<file path="src/asfi_pkg.sv">
// shared constants and types for the serial channel
package asfi_pkg;

  // register byte offsets on the bus
  localparam int          ADR_W         = 5;
  localparam int          RATE_W        = 16;
  localparam logic [4:0]  OFS_CTRL      = 5'h00;
  localparam logic [4:0]  OFS_STAT      = 5'h04;
  localparam logic [4:0]  OFS_TDATA     = 5'h08;
  localparam logic [4:0]  OFS_RDATA     = 5'h0c;
  localparam logic [4:0]  OFS_RATE      = 5'h10;
  localparam logic [4:0]  OFS_IRQ_STAT  = 5'h14;
  localparam logic [4:0]  OFS_IRQ_MASK  = 5'h18;

  // serial_control_reg field positions
  localparam int          CTL_TXE_IE    = 7;
  localparam int          CTL_RX_IE     = 6;
  localparam int          CTL_TX_EN     = 5;
  localparam int          CTL_RX_EN     = 4;
  localparam int          CTL_TEND_IE   = 2;
  localparam logic [7:0]  CTRL_MASK     = 8'hf4;

  // serial_status_reg field positions
  localparam int          ST_TRANSMIT_EMPTY_FLAG       = 7;
  localparam int          ST_RECEIVE_FULL_FLAG       = 6;
  localparam int          ST_OVERRUN_ERROR_FLAG       = 5;
  localparam int          ST_FER        = 4;
  localparam int          ST_TEND       = 2;

  // interrupt status and mask bit positions
  localparam int          IRQ_N         = 4;
  localparam int          IRQ_RXF       = 0;
  localparam int          IRQ_ERR       = 1;
  localparam int          IRQ_TXE       = 2;
  localparam int          IRQ_TEND      = 3;

  // reset values
  localparam logic [7:0]  CTRL_RESET    = 8'h00;
  localparam logic [7:0]  STAT_RESET    = 8'h84;
  localparam logic [15:0] RATE_RESET    = 16'h01b2;

  typedef enum {RX_IDLE, RX_START, RX_DATA, RX_STOP} asfi_rx_state_t;
  typedef enum {TX_IDLE, TX_START, TX_DATA, TX_STOP} asfi_tx_state_t;

  // clocks per bit, never below one
  function automatic logic [RATE_W-1:0] asfi_period(
    input logic [RATE_W-1:0] rate);
    asfi_period = (rate == '0) ? RATE_W'(1) : rate;
  endfunction : asfi_period

endpackage : asfi_pkg

</file>
<file path="src/asfi_link_if.sv">
// signals between the register core and the two shifters
`timescale 1ns/1ns
interface asfi_link_if;
  logic [15:0] rate;
  logic        rx_line;
  logic        rx_enable;
  logic        rx_done;
  logic        rx_frame_err;
  logic [7:0]  rx_byte;
  logic        tx_enable;
  logic        tx_have;
  logic [7:0]  tx_byte;
  logic        tx_take;
  logic        tx_idle;
  logic        tx_line;

  modport rx_side (input rate, rx_line, rx_enable,
                   output rx_done, rx_frame_err, rx_byte);
  modport tx_side (input rate, tx_enable, tx_have, tx_byte,
                   output tx_take, tx_idle, tx_line);
endinterface : asfi_link_if

</file>
<file path="src/asfi_rx.sv">
// receive shifter: start detect, mid-bit sampling, stop check
`timescale 1ns/1ns
module asfi_rx (
  input  wire logic     clk_in,
  input  wire logic     reset_in,
  asfi_link_if.rx_side  link
);
  import asfi_pkg::*;

  asfi_rx_state_t    state;
  logic [RATE_W-1:0] cnt;
  logic [2:0]        bit_idx;
  logic [7:0]        shift;
  wire  [RATE_W-1:0] period = asfi_period(link.rate);
  wire               tick   = (cnt == '0);

  // frame sequencer; disable drops any frame in progress
  always_ff @(posedge clk_in or posedge reset_in) begin
    if (reset_in) begin
      state             <= RX_IDLE;
      cnt               <= '0;
      bit_idx           <= '0;
      shift             <= '0;
      link.rx_done      <= 1'b0;
      link.rx_frame_err <= 1'b0;
      link.rx_byte      <= '0;
    end else begin
      link.rx_done      <= 1'b0;
      if (!tick) cnt    <= cnt - 1'b1;
      if (!link.rx_enable) begin
        state <= RX_IDLE;
      end else begin
        unique case (state)
          RX_IDLE: if (!link.rx_line) begin
            state <= RX_START;
            cnt   <= period >> 1;  // aim at mid-bit
          end
          RX_START: if (tick) begin
            state   <= link.rx_line ? RX_IDLE : RX_DATA;  // glitch filter
            cnt     <= period - 1'b1;
            bit_idx <= '0;
          end
          RX_DATA: if (tick) begin
            shift   <= {link.rx_line, shift[7:1]};  // lsb first
            cnt     <= period - 1'b1;
            bit_idx <= bit_idx + 1'b1;
            if (bit_idx == 3'h7) state <= RX_STOP;
          end
          RX_STOP: if (tick) begin
            state             <= RX_IDLE;
            link.rx_done      <= 1'b1;
            link.rx_frame_err <= !link.rx_line;
            link.rx_byte      <= shift;
          end
        endcase
      end
    end
  end
endmodule : asfi_rx

</file>
<file path="src/asfi_tx.sv">
// transmit shifter: start, eight data bits lsb first, one stop
`timescale 1ns/1ns
module asfi_tx (
  input  wire logic     clk_in,
  input  wire logic     reset_in,
  asfi_link_if.tx_side  link
);
  import asfi_pkg::*;

  asfi_tx_state_t    state;
  logic [RATE_W-1:0] cnt;
  logic [2:0]        bit_idx;
  logic [7:0]        shift;
  wire  [RATE_W-1:0] period = asfi_period(link.rate);
  wire               tick   = (cnt == '0);

  // handshake back to the core is combinational
  assign link.tx_idle = (state == TX_IDLE);
  assign link.tx_take = link.tx_idle && link.tx_enable && link.tx_have;

  // line idles high, also while disabled
  always_ff @(posedge clk_in or posedge reset_in) begin
    if (reset_in) begin
      state        <= TX_IDLE;
      cnt          <= '0;
      bit_idx      <= '0;
      shift        <= '0;
      link.tx_line <= 1'b1;
    end else if (!link.tx_enable) begin
      state        <= TX_IDLE;
      link.tx_line <= 1'b1;
    end else begin
      if (!tick) cnt <= cnt - 1'b1;
      unique case (state)
        TX_IDLE: if (link.tx_take) begin
          shift        <= link.tx_byte;
          link.tx_line <= 1'b0;
          cnt          <= period - 1'b1;
          state        <= TX_START;
        end
        TX_START: if (tick) begin
          link.tx_line <= shift[0];
          shift        <= shift >> 1;
          bit_idx      <= '0;
          cnt          <= period - 1'b1;
          state        <= TX_DATA;
        end
        TX_DATA: if (tick) begin
          link.tx_line <= (bit_idx == 3'h7) ? 1'b1 : shift[0];
          shift        <= shift >> 1;
          bit_idx      <= bit_idx + 1'b1;
          cnt          <= period - 1'b1;
          if (bit_idx == 3'h7) state <= TX_STOP;
        end
        TX_STOP: if (tick) state <= TX_IDLE;
      endcase
    end
  end

endmodule : asfi_tx

</file>
<file path="src/asfi_top.sv">
// serial channel core: wishbone registers, flags and interrupts
`timescale 1ns/1ns

// Summary of operation
// - start bit starts receiving when enabled
// - full byte: buffer, full flag, receive request
// - overrun sets error flag and error request
// - error flag clears by zero after read
// - all errors cleared re-enables reception
// - error request drops once errors cleared
// - clearing end enable withdraws end request
module asfi_top (
  input  wire logic                      clk_in,
  input  wire logic                      reset_in,
  input  wire logic                      wb_cyc_in,
  input  wire logic                      wb_stb_in,
  input  wire logic                      wb_we_in,
  input  wire logic [asfi_pkg::ADR_W-1:0] wb_adr_in,
  input  wire logic [3:0]                wb_sel_in,
  input  wire logic [31:0]               wb_dat_in,
  output logic      [31:0]               wb_dat_out,
  output logic                           wb_ack_out,
  input  wire logic                      rx_data_in,
  output logic                           tx_data_out,
  output logic                           irq_out,
  output logic                           receive_full_request_out,
  output logic                           receive_error_request_out,
  output logic                           transmit_empty_request_out,
  output logic                           transmit_end_request_out
);
  import asfi_pkg::*;

  asfi_link_if link ();

  logic [7:0]        serial_control_reg;
  logic [7:0]        serial_status_reg;
  logic [7:0]        transmit_data_reg;
  logic [7:0]        receive_data_reg;
  logic [RATE_W-1:0] bit_rate_reg;
  logic [IRQ_N-1:0]  irq_stat;
  logic [IRQ_N-1:0]  irq_mask;
  logic [IRQ_N-1:0]  req_q;
  logic              armed_overrun_error_flag;
  logic              armed_fer;
  logic [1:0]        rx_sync;
  logic [7:0]        next_stat;

  // bus decode: reads sampled before ack, writes land on the ack edge
  wire        bus_req  = wb_cyc_in && wb_stb_in;
  wire        rd_take  = bus_req && !wb_we_in && !wb_ack_out;
  wire        wr_now   = bus_req && wb_we_in && wb_ack_out && wb_sel_in[0];
  wire        hit_ctrl = (wb_adr_in == OFS_CTRL);
  wire        hit_stat = (wb_adr_in == OFS_STAT);
  wire        hit_tdat = (wb_adr_in == OFS_TDATA);
  wire        hit_rdat = (wb_adr_in == OFS_RDATA);
  wire        hit_rate = (wb_adr_in == OFS_RATE);
  wire        hit_irqs = (wb_adr_in == OFS_IRQ_STAT);
  wire        hit_irqm = (wb_adr_in == OFS_IRQ_MASK);
  wire [7:0]  wdat     = wb_dat_in[7:0];
  wire        wr_stat  = wr_now && hit_stat;
  wire        rd_stat  = rd_take && hit_stat;
  wire        rd_irqs  = rd_take && hit_irqs;

  // read mux, unmapped offsets read zero
  wire [31:0] rd_word =
    hit_ctrl ? {24'h0, serial_control_reg} :
    hit_stat ? {24'h0, serial_status_reg}  :
    hit_tdat ? {24'h0, transmit_data_reg}  :
    hit_rdat ? {24'h0, receive_data_reg}   :
    hit_rate ? {16'h0, bit_rate_reg}       :
    hit_irqs ? {28'h0, irq_stat}           :
    hit_irqm ? {28'h0, irq_mask}           : 32'h0;

  // flag and event decode
  wire err_any  = serial_status_reg[ST_OVERRUN_ERROR_FLAG] || serial_status_reg[ST_FER];
  wire byte_in  = link.rx_done;
  wire overrun  = byte_in && serial_status_reg[ST_RECEIVE_FULL_FLAG];
  wire byte_ok  = byte_in && !serial_status_reg[ST_RECEIVE_FULL_FLAG];
  wire rx_ie    = serial_control_reg[CTL_RX_IE];

  // receiver runs only while no error pends
  assign link.rx_enable = serial_control_reg[CTL_RX_EN] && !err_any;
  assign link.rx_line   = rx_sync[1];
  assign link.rate      = bit_rate_reg;
  assign link.tx_enable = serial_control_reg[CTL_TX_EN];
  assign link.tx_have   = !serial_status_reg[ST_TRANSMIT_EMPTY_FLAG];
  assign link.tx_byte   = transmit_data_reg;
  assign tx_data_out    = link.tx_line;

  // request lines follow the flags, no latching
  // full flag drives receive request
  assign receive_full_request_out  = rx_ie && serial_status_reg[ST_RECEIVE_FULL_FLAG];
  // error request is the live error flags
  assign receive_error_request_out = rx_ie && err_any;
  assign transmit_empty_request_out =
    serial_control_reg[CTL_TXE_IE] && serial_control_reg[CTL_TX_EN] &&
    serial_status_reg[ST_TRANSMIT_EMPTY_FLAG];
  // end request gated by its enable
  assign transmit_end_request_out =
    serial_control_reg[CTL_TEND_IE] && serial_status_reg[ST_TEND];

  wire [IRQ_N-1:0] req_now = {transmit_end_request_out,
                              transmit_empty_request_out,
                              receive_error_request_out,
                              receive_full_request_out};
  wire [IRQ_N-1:0] irq_set = req_now & ~req_q;
  wire [IRQ_N-1:0] irq_clr = rd_irqs ? irq_stat : '0;
  assign irq_out = |(irq_stat & irq_mask);

  // status next value: software clears first, hardware sets win
  always_comb begin
    next_stat = serial_status_reg;
    if (wr_stat) begin
      if (!wdat[ST_RECEIVE_FULL_FLAG]) next_stat[ST_RECEIVE_FULL_FLAG] = 1'b0;
      if (!wdat[ST_TRANSMIT_EMPTY_FLAG]) begin
        next_stat[ST_TRANSMIT_EMPTY_FLAG] = 1'b0;
        next_stat[ST_TEND] = 1'b0;
      end
      // zero clears only after a read saw it set
      if (!wdat[ST_OVERRUN_ERROR_FLAG] && armed_overrun_error_flag) next_stat[ST_OVERRUN_ERROR_FLAG] = 1'b0;
      if (!wdat[ST_FER] && armed_fer) next_stat[ST_FER] = 1'b0;
    end
    if (byte_ok) begin
      next_stat[ST_RECEIVE_FULL_FLAG] = 1'b1;
      if (link.rx_frame_err) next_stat[ST_FER] = 1'b1;
    end
    if (overrun) next_stat[ST_OVERRUN_ERROR_FLAG] = 1'b1;
    if (link.tx_take) next_stat[ST_TRANSMIT_EMPTY_FLAG] = 1'b1;
    // a byte taken this cycle leaves the shifter busy: no early end flag
    if (link.tx_idle && !link.tx_take && next_stat[ST_TRANSMIT_EMPTY_FLAG])
      next_stat[ST_TEND] = 1'b1;
  end

  // pin synchroniser, second stage is the only reader of the first
  always_ff @(posedge clk_in or posedge reset_in) begin
    if (reset_in) rx_sync <= 2'b11;
    else rx_sync <= {rx_sync[0], rx_data_in};
  end

  // bus handshake and read data, one wait state
  always_ff @(posedge clk_in or posedge reset_in) begin
    if (reset_in) begin
      wb_ack_out <= 1'b0;
      wb_dat_out <= '0;
    end else begin
      wb_ack_out <= bus_req && !wb_ack_out;
      if (rd_take) wb_dat_out <= rd_word;
    end
  end

  // control, rate, mask and transmit data writes
  always_ff @(posedge clk_in or posedge reset_in) begin
    if (reset_in) begin
      serial_control_reg <= CTRL_RESET;
      bit_rate_reg       <= RATE_RESET;
      irq_mask           <= '0;
      transmit_data_reg  <= '0;
    end else if (wr_now) begin
      // unused bits read back as zero for polling
      if (hit_ctrl) serial_control_reg <= wdat & CTRL_MASK;
      if (hit_rate) bit_rate_reg <= wb_dat_in[RATE_W-1:0];
      if (hit_irqm) irq_mask <= wdat[IRQ_N-1:0];
      if (hit_tdat) transmit_data_reg <= wdat;
    end
  end

  // status flags; arming tracks a read that saw an error set
  always_ff @(posedge clk_in or posedge reset_in) begin
    if (reset_in) begin
      serial_status_reg <= STAT_RESET;
      armed_overrun_error_flag        <= 1'b0;
      armed_fer         <= 1'b0;
    end else begin
      serial_status_reg <= next_stat;
      if (rd_stat) begin
        armed_overrun_error_flag <= serial_status_reg[ST_OVERRUN_ERROR_FLAG];
        armed_fer  <= serial_status_reg[ST_FER];
      end else if (wr_stat) begin
        armed_overrun_error_flag <= 1'b0;
        armed_fer  <= 1'b0;
      end
    end
  end

  always_ff @(posedge clk_in or posedge reset_in) begin
    if (reset_in) receive_data_reg <= '0;
    else if (byte_ok) receive_data_reg <= link.rx_byte;
  end

  // sticky interrupt status, a read clears what it returned
  always_ff @(posedge clk_in or posedge reset_in) begin
    if (reset_in) begin
      irq_stat <= '0;
      req_q    <= '0;
    end else begin
      req_q    <= req_now;
      irq_stat <= (irq_stat & ~irq_clr) | irq_set;  // set wins
    end
  end

  asfi_rx u_rx (
    .clk_in   (clk_in),
    .reset_in (reset_in),
    .link     (link.rx_side)
  );

  asfi_tx u_tx (
    .clk_in   (clk_in),
    .reset_in (reset_in),
    .link     (link.tx_side)
  );
endmodule : asfi_top

</file>
<file path="config.mk">
export PLATFORM = sky130hd
export DESIGN_NAME = asfi_top
export DESIGN_NICKNAME = d
export VERILOG_FILES = /design/src/asfi_pkg.sv /design/src/asfi_link_if.sv /design/src/asfi_rx.sv /design/src/asfi_tx.sv /design/src/asfi_top.sv
export SDC_FILE = /design/constraint.sdc
export NUM_CORES = 1
export LEC_CHECK = 0
export BUFFER_PORTS_ARGS = -buffer_cell sky130_fd_sc_hd__buf_2
export CAP_MARGIN = 20
export CORE_UTILIZATION = 59
export DETAILED_ROUTE_END_ITERATION = 16
export GPL_ROUTABILITY_DRIVEN = 0
export PLACE_DENSITY = 0.85
export SYNTH_ARGS = -nofsm -noshare
export SYNTH_HDL_FRONTEND = slang
export SYNTH_SLANG_ARGS = --single-unit
</file>
<file path="constraint.sdc">
create_clock -name clk_in -period 6 [get_ports clk_in]
set_input_delay 1.2 -clock clk_in [delete_from_list [all_inputs] [get_ports clk_in]]
set_output_delay 1.2 -clock clk_in [all_outputs]
set_load 0.01 [all_outputs]
</file>
# Word level (Yosys, flattened, before mapping)
# Index checks and enable logic that the tools add are counted.
[word_totals] elab_cells=206 n_memories=0 reg_bits=220 out_inout_bits=39 ramBits=0 latchBits=0 mem_bits_ro=0
[classes] div=0 shift=0 eq_ne=33 n_reduce_logical=67 n_mux=67 add_sub_neg=5 bitwise_logic=6 magnitude_cmp=0 mul=0
[ops] op="32-bit 2-to-1 mux" count=12
[ops] op="32-bit case mux with 4 select lines" count=2
[ops] op="16-bit 2-to-1 mux" count=13
[ops] op="32-bit by 2-bit equality test with 1-bit output, second input constant" count=4
[ops] op="32-bit zero test" count=3
[ops] op="32-bit by 1-bit equality test with 1-bit output, second input constant" count=2
[ops] op="16-bit case mux with 2 select lines" count=2
[ops] op="16-bit zero test" count=3
[ops] op="16-bit by 1-bit subtractor with 16-bit output, second input constant" count=3
[ops] op="1-bit logical AND" count=24
[ops] op="1-bit 2-to-1 mux" count=23
[ops] op="3-bit != test, second input constant" count=6
[ops] op="4-bit 2-to-1 mux" count=4
[ops] op="8-bit 2-to-1 mux" count=2
[ops] op="8-bit case mux with 2 select lines" count=1
[ops] op="4-bit AND reduction" count=4
[ops] op="2-bit nonzero test" count=8
[ops] op="5-bit equality test, second input constant" count=3
[ops] op="2-bit by 1-bit != test with 1-bit output, second input constant" count=7
[ops] op="2-bit AND reduction" count=7
[ops] op="4-bit AND" count=3
[ops] op="3-bit 2-to-1 mux" count=4
[ops] op="3-bit by 2-bit != test with 1-bit output, second input constant" count=4
[ops] op="3-bit case mux with 2 select lines" count=2
[ops] op="other kinds (17)" count=32

# Depth between registers and ports, before layout
[depth] ltp_word=10 depth_mapped=8

# Hierarchy
# From an unflattened synthesis, not the netlist that was laid out.
[unflattened] cells_unflattened=773 hier_area_um2=8139.1
[modules_own_cells] module="asfi_top" instances=1 cells_per_inst=277 area_each_um2=3415.8
[modules_own_cells] module="asfi_rx" instances=1 cells_per_inst=242 area_each_um2=2432.3
[modules_own_cells] module="asfi_tx" instances=1 cells_per_inst=254 area_each_um2=2290.9

# Worst setup path after synthesis
# No wires, ideal clock.
[synth_path] path_kind="in2reg" from="input port wb_adr_in[4] (netlist bit)" to="register transmit_data_reg[0], in the netlist link.tx_byte[0]" setup_slack_ps=2892 t_required_ps=5875 n_path_buf=2 t_arrival_ps=2983 cell_stages=5 path_cell_list="clkbuf_1 or4b_2 clkbuf_1 nor3_2 mux2_2"
[synth_via] elab_chain_len=2
[synth_lines] element="from (decl)" line_no="asfi_top.sv:18" source="input wire logic [asfi_pkg::ADR_W-1:0] wb_adr_in,"
[synth_lines] element="5-bit by 4-bit equality test with 1-bit output" line_no="asfi_top.sv:54" source="wire hit_tdat = (wb_adr_in == OFS_TDATA);"
[synth_lines] element="2-bit AND reduction (no source line)"
[synth_lines] element="to (signal assigned)" line_no="asfi_top.sv:163" source="if (hit_tdat) transmit_data_reg <= wdat;"
[synth_lines] element="to (decl)" line_no="asfi_top.sv:37" source="logic [7:0] transmit_data_reg;"
# Every way passes these cells.
# A chain may end at the register's enable or synchronous reset.

# Final worst setup path
[layout_path] from="register u_tx.state[0]" to="register u_tx.cnt[0]"
[layout_via] elab_chain_len=5 elab_cells_between_ends=9
[layout_lines] element="from (decl)" line_no="asfi_tx.sv:10" source="asfi_tx_state_t state;"
[layout_lines] element="from (signal assigned)" line_no="asfi_tx.sv:24" source="state <= TX_IDLE;"
[layout_lines] element="from (signal assigned)" line_no="asfi_tx.sv:30" source="state <= TX_IDLE;"
[layout_lines] element="from (signal assigned)" line_no="asfi_tx.sv:39" source="state <= TX_START;"
[layout_lines] element="32-bit zero test" line_no="asfi_tx.sv:18" source="assign link.tx_idle = (state == TX_IDLE);"
[layout_lines] element="1-bit logical AND (2 in series)" line_no="asfi_tx.sv:19" source="assign link.tx_take = link.tx_idle && link.tx_enable && link.tx_have;"
[layout_lines] element="16-bit 2-to-1 mux" line_no="asfi_tx.sv:35" source="TX_IDLE: if (link.tx_take) begin"
[layout_lines] element="16-bit case mux with 2 select lines *" line_no="asfi_tx.sv:34" source="unique case (state)"
[layout_lines] element="to (signal assigned)" line_no="asfi_tx.sv:33" source="if (!tick) cnt <= cnt - 1'b1;"
[layout_lines] element="to (signal assigned)" line_no="asfi_tx.sv:38" source="cnt <= period - 1'b1;"
[layout_lines] element="to (signal assigned)" line_no="asfi_tx.sv:45" source="cnt <= period - 1'b1;"
[layout_lines] element="to (decl)" line_no="asfi_tx.sv:11" source="logic [RATE_W-1:0] cnt;"
# Every way passes the cells marked *; elsewhere a longest branch is shown, timed or not.

==> flow_summary.json <==
{
  "routed_wl_um": 20500,
  "synth_seq_cells": 144,
  "wl_per_cell_um": 20.9,
  "cts_root_buffer": "clkbuf_16",
  "cts_tree": "built",
  "clk_pin_slew_ns": 0.07,
  "r2r_end": "u_tx.cnt[0]$_DFFE_PP0P_",
  "drc": 0,
  "drt_iter0_drc": 683,
  "viasPerCell": 6.73,
  "r2r_setup_slack_ns": 2.59,
  "track_usage_pct": 30.7,
  "max_freq_mhz": 294,
  "slew_headroom_pct": 33.2,
  "core_area_um2": 12800,
  "met1_usage_pct": 37.4,
  "mostFrequentLayoutCells": "134 x dfrtp_1, 58 x nand2_1, 58 x o21ai_0, 56 x mux2_2, 50 x buf_2",
  "io_buffers": 50,
  "areaGrowthSynthToFinish_pct": 10.8,
  "synthFlopType": "dfrtp_1",
  "die_h_um": 117,
  "rows": 41,
  "cp_max_fo": 13,
  "nFillCells": 946,
  "async_flop_share_pct": 100,
  "crit_type": "reg2reg",
  "ys.warnings.count": 0,
  "worst_pin_slew_ns": 1.00,
  "r2r_cells": 7,
  "min_from": "rx_sync[0]$_DFF_PP1_",
  "gr-total-overflow": 0,
  "cts_setup_buffers": 0,
  "rsz0062_at_grt": "false",
  "hold_viol": 0,
  "start_util_pct": 61.4,
  "cts_resized": 0,
  "crit_required_ns": 6.31,
  "ios": 86,
  "die-width_um": 117,
  "synth_cell_types": 74,
  "end_kind": "flip-flop",
  "grt_pass1_wl_um": 33300,
  "r2r_start": "u_tx.state[0]$_DFFE_PP0P_",
  "min-delay-path-class": "reg2reg",
  "cts_sinks": 144,
  "fin_util_pct": 68.0,
  "antenna_found_initial": 0,
  "critPathLaunchType": "flip-flop",
  "fin_setup_tns_ns": 0,
  "fin_nets": 862,
  "grt_max_degree": 108,
  "peakVddDrop_v": 0.000225,
  "finalClockSkew_ns": 0.00778,
  "ctsHoldBuffers": 0,
  "antenna_left": 0,
  "drive_above_1_share_pct": 21.7,
  "grtUsageMet2_pct": 50.9,
  "grt_pass1_vias": 6628,
  "outcome": "complete, no violations",
  "cts_buffer_depth": 2,
  "p_per_area_nw_per_um2": 309,
  "syn_inst": 761,
  "final_common_cell": "dfrtp_1",
  "p_leak_nw": 3.84,
  "arrival_ns": 3.72,
  "vias": 6595,
  "die-area_um2": 13800,
  "timing.final.crit_share_pct": 56.8,
  "drv_cap": 0,
  "period_needed_ns": 3.41,
  "holdPathEnd": "rx_sync[1]$_DFF_PP1_",
  "synth-edff-count": 0,
  "setup_viol": 0,
  "p_total_mw": 2.69,
  "clock_latency_ns": 0.43,
  "whs_path_depth": 0,
  "yosysSeqAreaShare_pct": 46.0,
  "met3_usage_pct": 7.36,
  "dpl.hpwl_um": 13800,
  "syn_avg_cell_area_um2": 10.3,
  "cts_buffers": 17,
  "antenna_cells": 0,
  "gr-max-usage-layer": "met2",
  "cts_max_level": 4,
  "synthesis.area_um2": 7870,
  "dr.pass1.iters": 8,
  "maxSlewViolCount": 0
}
[report_power, final]
part,internal [mW],switching (mW)
sequential,1.06,0.109
combinational,0.188,0.267
clock,0.595,0.477
total,1.84,0.853
[Yosys cell counts, types with 4 or more instances]
master / instances / area share (%)
a211oi_1: 6 / 0.57
a21o_1: 5 / 0.48
a21oi_1: 22 / 1.4
a22o_1: 17 / 1.9
a22oi_1: 14 / 1.3
a31oi_1: 6 / 0.48
a32oi_1: 4 / 0.45
and2_1: 7 / 0.56
and3_1: 6 / 0.48
buf_2: 5 / 0.32
buf_4: 16 / 1.5
buf_6: 4 / 0.57
clkbuf_1: 26 / 1.2
dfrtp_1: 134 / 43
dfstp_2: 10 / 3.3
ha_1: 20 / 3.2
inv_1: 24 / 1.1
mux2_2: 56 / 8.0
mux2i_1: 20 / 2.5
nand2_1: 58 / 2.8
nand2b_1: 8 / 0.64
nand3_1: 12 / 0.76
nand4_1: 8 / 0.64
nor2_1: 40 / 1.9
nor2b_1: 12 / 0.95
nor3_1: 19 / 1.2
nor3_2: 4 / 0.51
nor3b_1: 4 / 0.38
nor4_1: 12 / 0.95
o211ai_1: 10 / 0.95
o21a_1: 5 / 0.48
o21ai_0: 58 / 3.7
o2bb2ai_1: 4 / 0.45
o31a_1: 4 / 0.45
o31ai_1: 4 / 0.38
or3_1: 11 / 0.87
or4_1: 9 / 0.86
or4b_2: 4 / 0.51
xnor2_1: 12 / 1.3
xor2_1: 4 / 0.45
[through the flow]
stage	hold slack [ns]	worst slack (ns)	instance area, um2	cells
detailed placement	0.350	2.64	8130	948
floorplan	0.345	0.950	7930	776
global placement	0.348	2.74	8130	948
CTS	0.359	2.67	8720	980
global route	0.360	2.52	8720	980
finish	0.358	2.59	8720	980
[logic make-up after synthesis]
family	count (synthesis)	share of synthesized area, %
XOR/XNOR	16	1.78
AND/OR/NAND/NOR	230	15.9
AO/OA/AOI/OAI	195	17.4
buffers and inverters	78	4.95
multiplexers	77	10.7
adder cells (fa/ha/maj)	20	3.18
other	1	0.0477
flip-flops	144	46.0
[routing by layer]
layer  routed length (um)  part of all wire, %
met5                    0                    0
met4                  789                  3.9
met3                 1810                  8.8
met2                10000                   49
met1                 7860                   38
[area by class of cell]
cell class / count / area (um2) / share of cell area, %
Clock inverter: 15 / 164 / 1.88
Inverter: 24 / 95.1 / 1.09
Clock buffer: 17 / 425 / 4.88
Sequential cell: 144 / 3620 / 41.5
Multi-Input combinational cell: 554 / 3920 / 45.0
Timing Repair Buffer: 54 / 280 / 3.22
Tap cell: 172 / 215 / 2.47
[how the worst max path moves through the flow]
stage | startpoint | endpoint | cells after the start
2_1_floorplan | reset_in | armed_fer$_DFFE_PP0P_ | 1
3_3_place_gp | wb_adr_in[4] | link.tx_byte[1]$_DFFE_PP0P_ | 4
4_1_cts | u_tx.state[0]$_DFFE_PP0P_ | u_tx.cnt[0]$_DFFE_PP0P_ | 7
3_5_place_dp | wb_adr_in[4] | link.tx_byte[7]$_DFFE_PP0P_ | 4
6_report | u_tx.state[0]$_DFFE_PP0P_ | u_tx.cnt[0]$_DFFE_PP0P_ | 7
5_1_grt | u_tx.state[0]$_DFFE_PP0P_ | u_tx.cnt[0]$_DFFE_PP0P_ | 7
[worst max-delay path: stages (launching register included)]
cell and delay [ns]:
dfrtp_1 0.46, inv_1 0.12, ha_1 0.70, or4b_2 0.64
or4_4 0.61, a21oi_4 0.26, nand2_1 0.14, o32ai_1 0.36
Note: power is estimated with default switching activity, not from simulation.
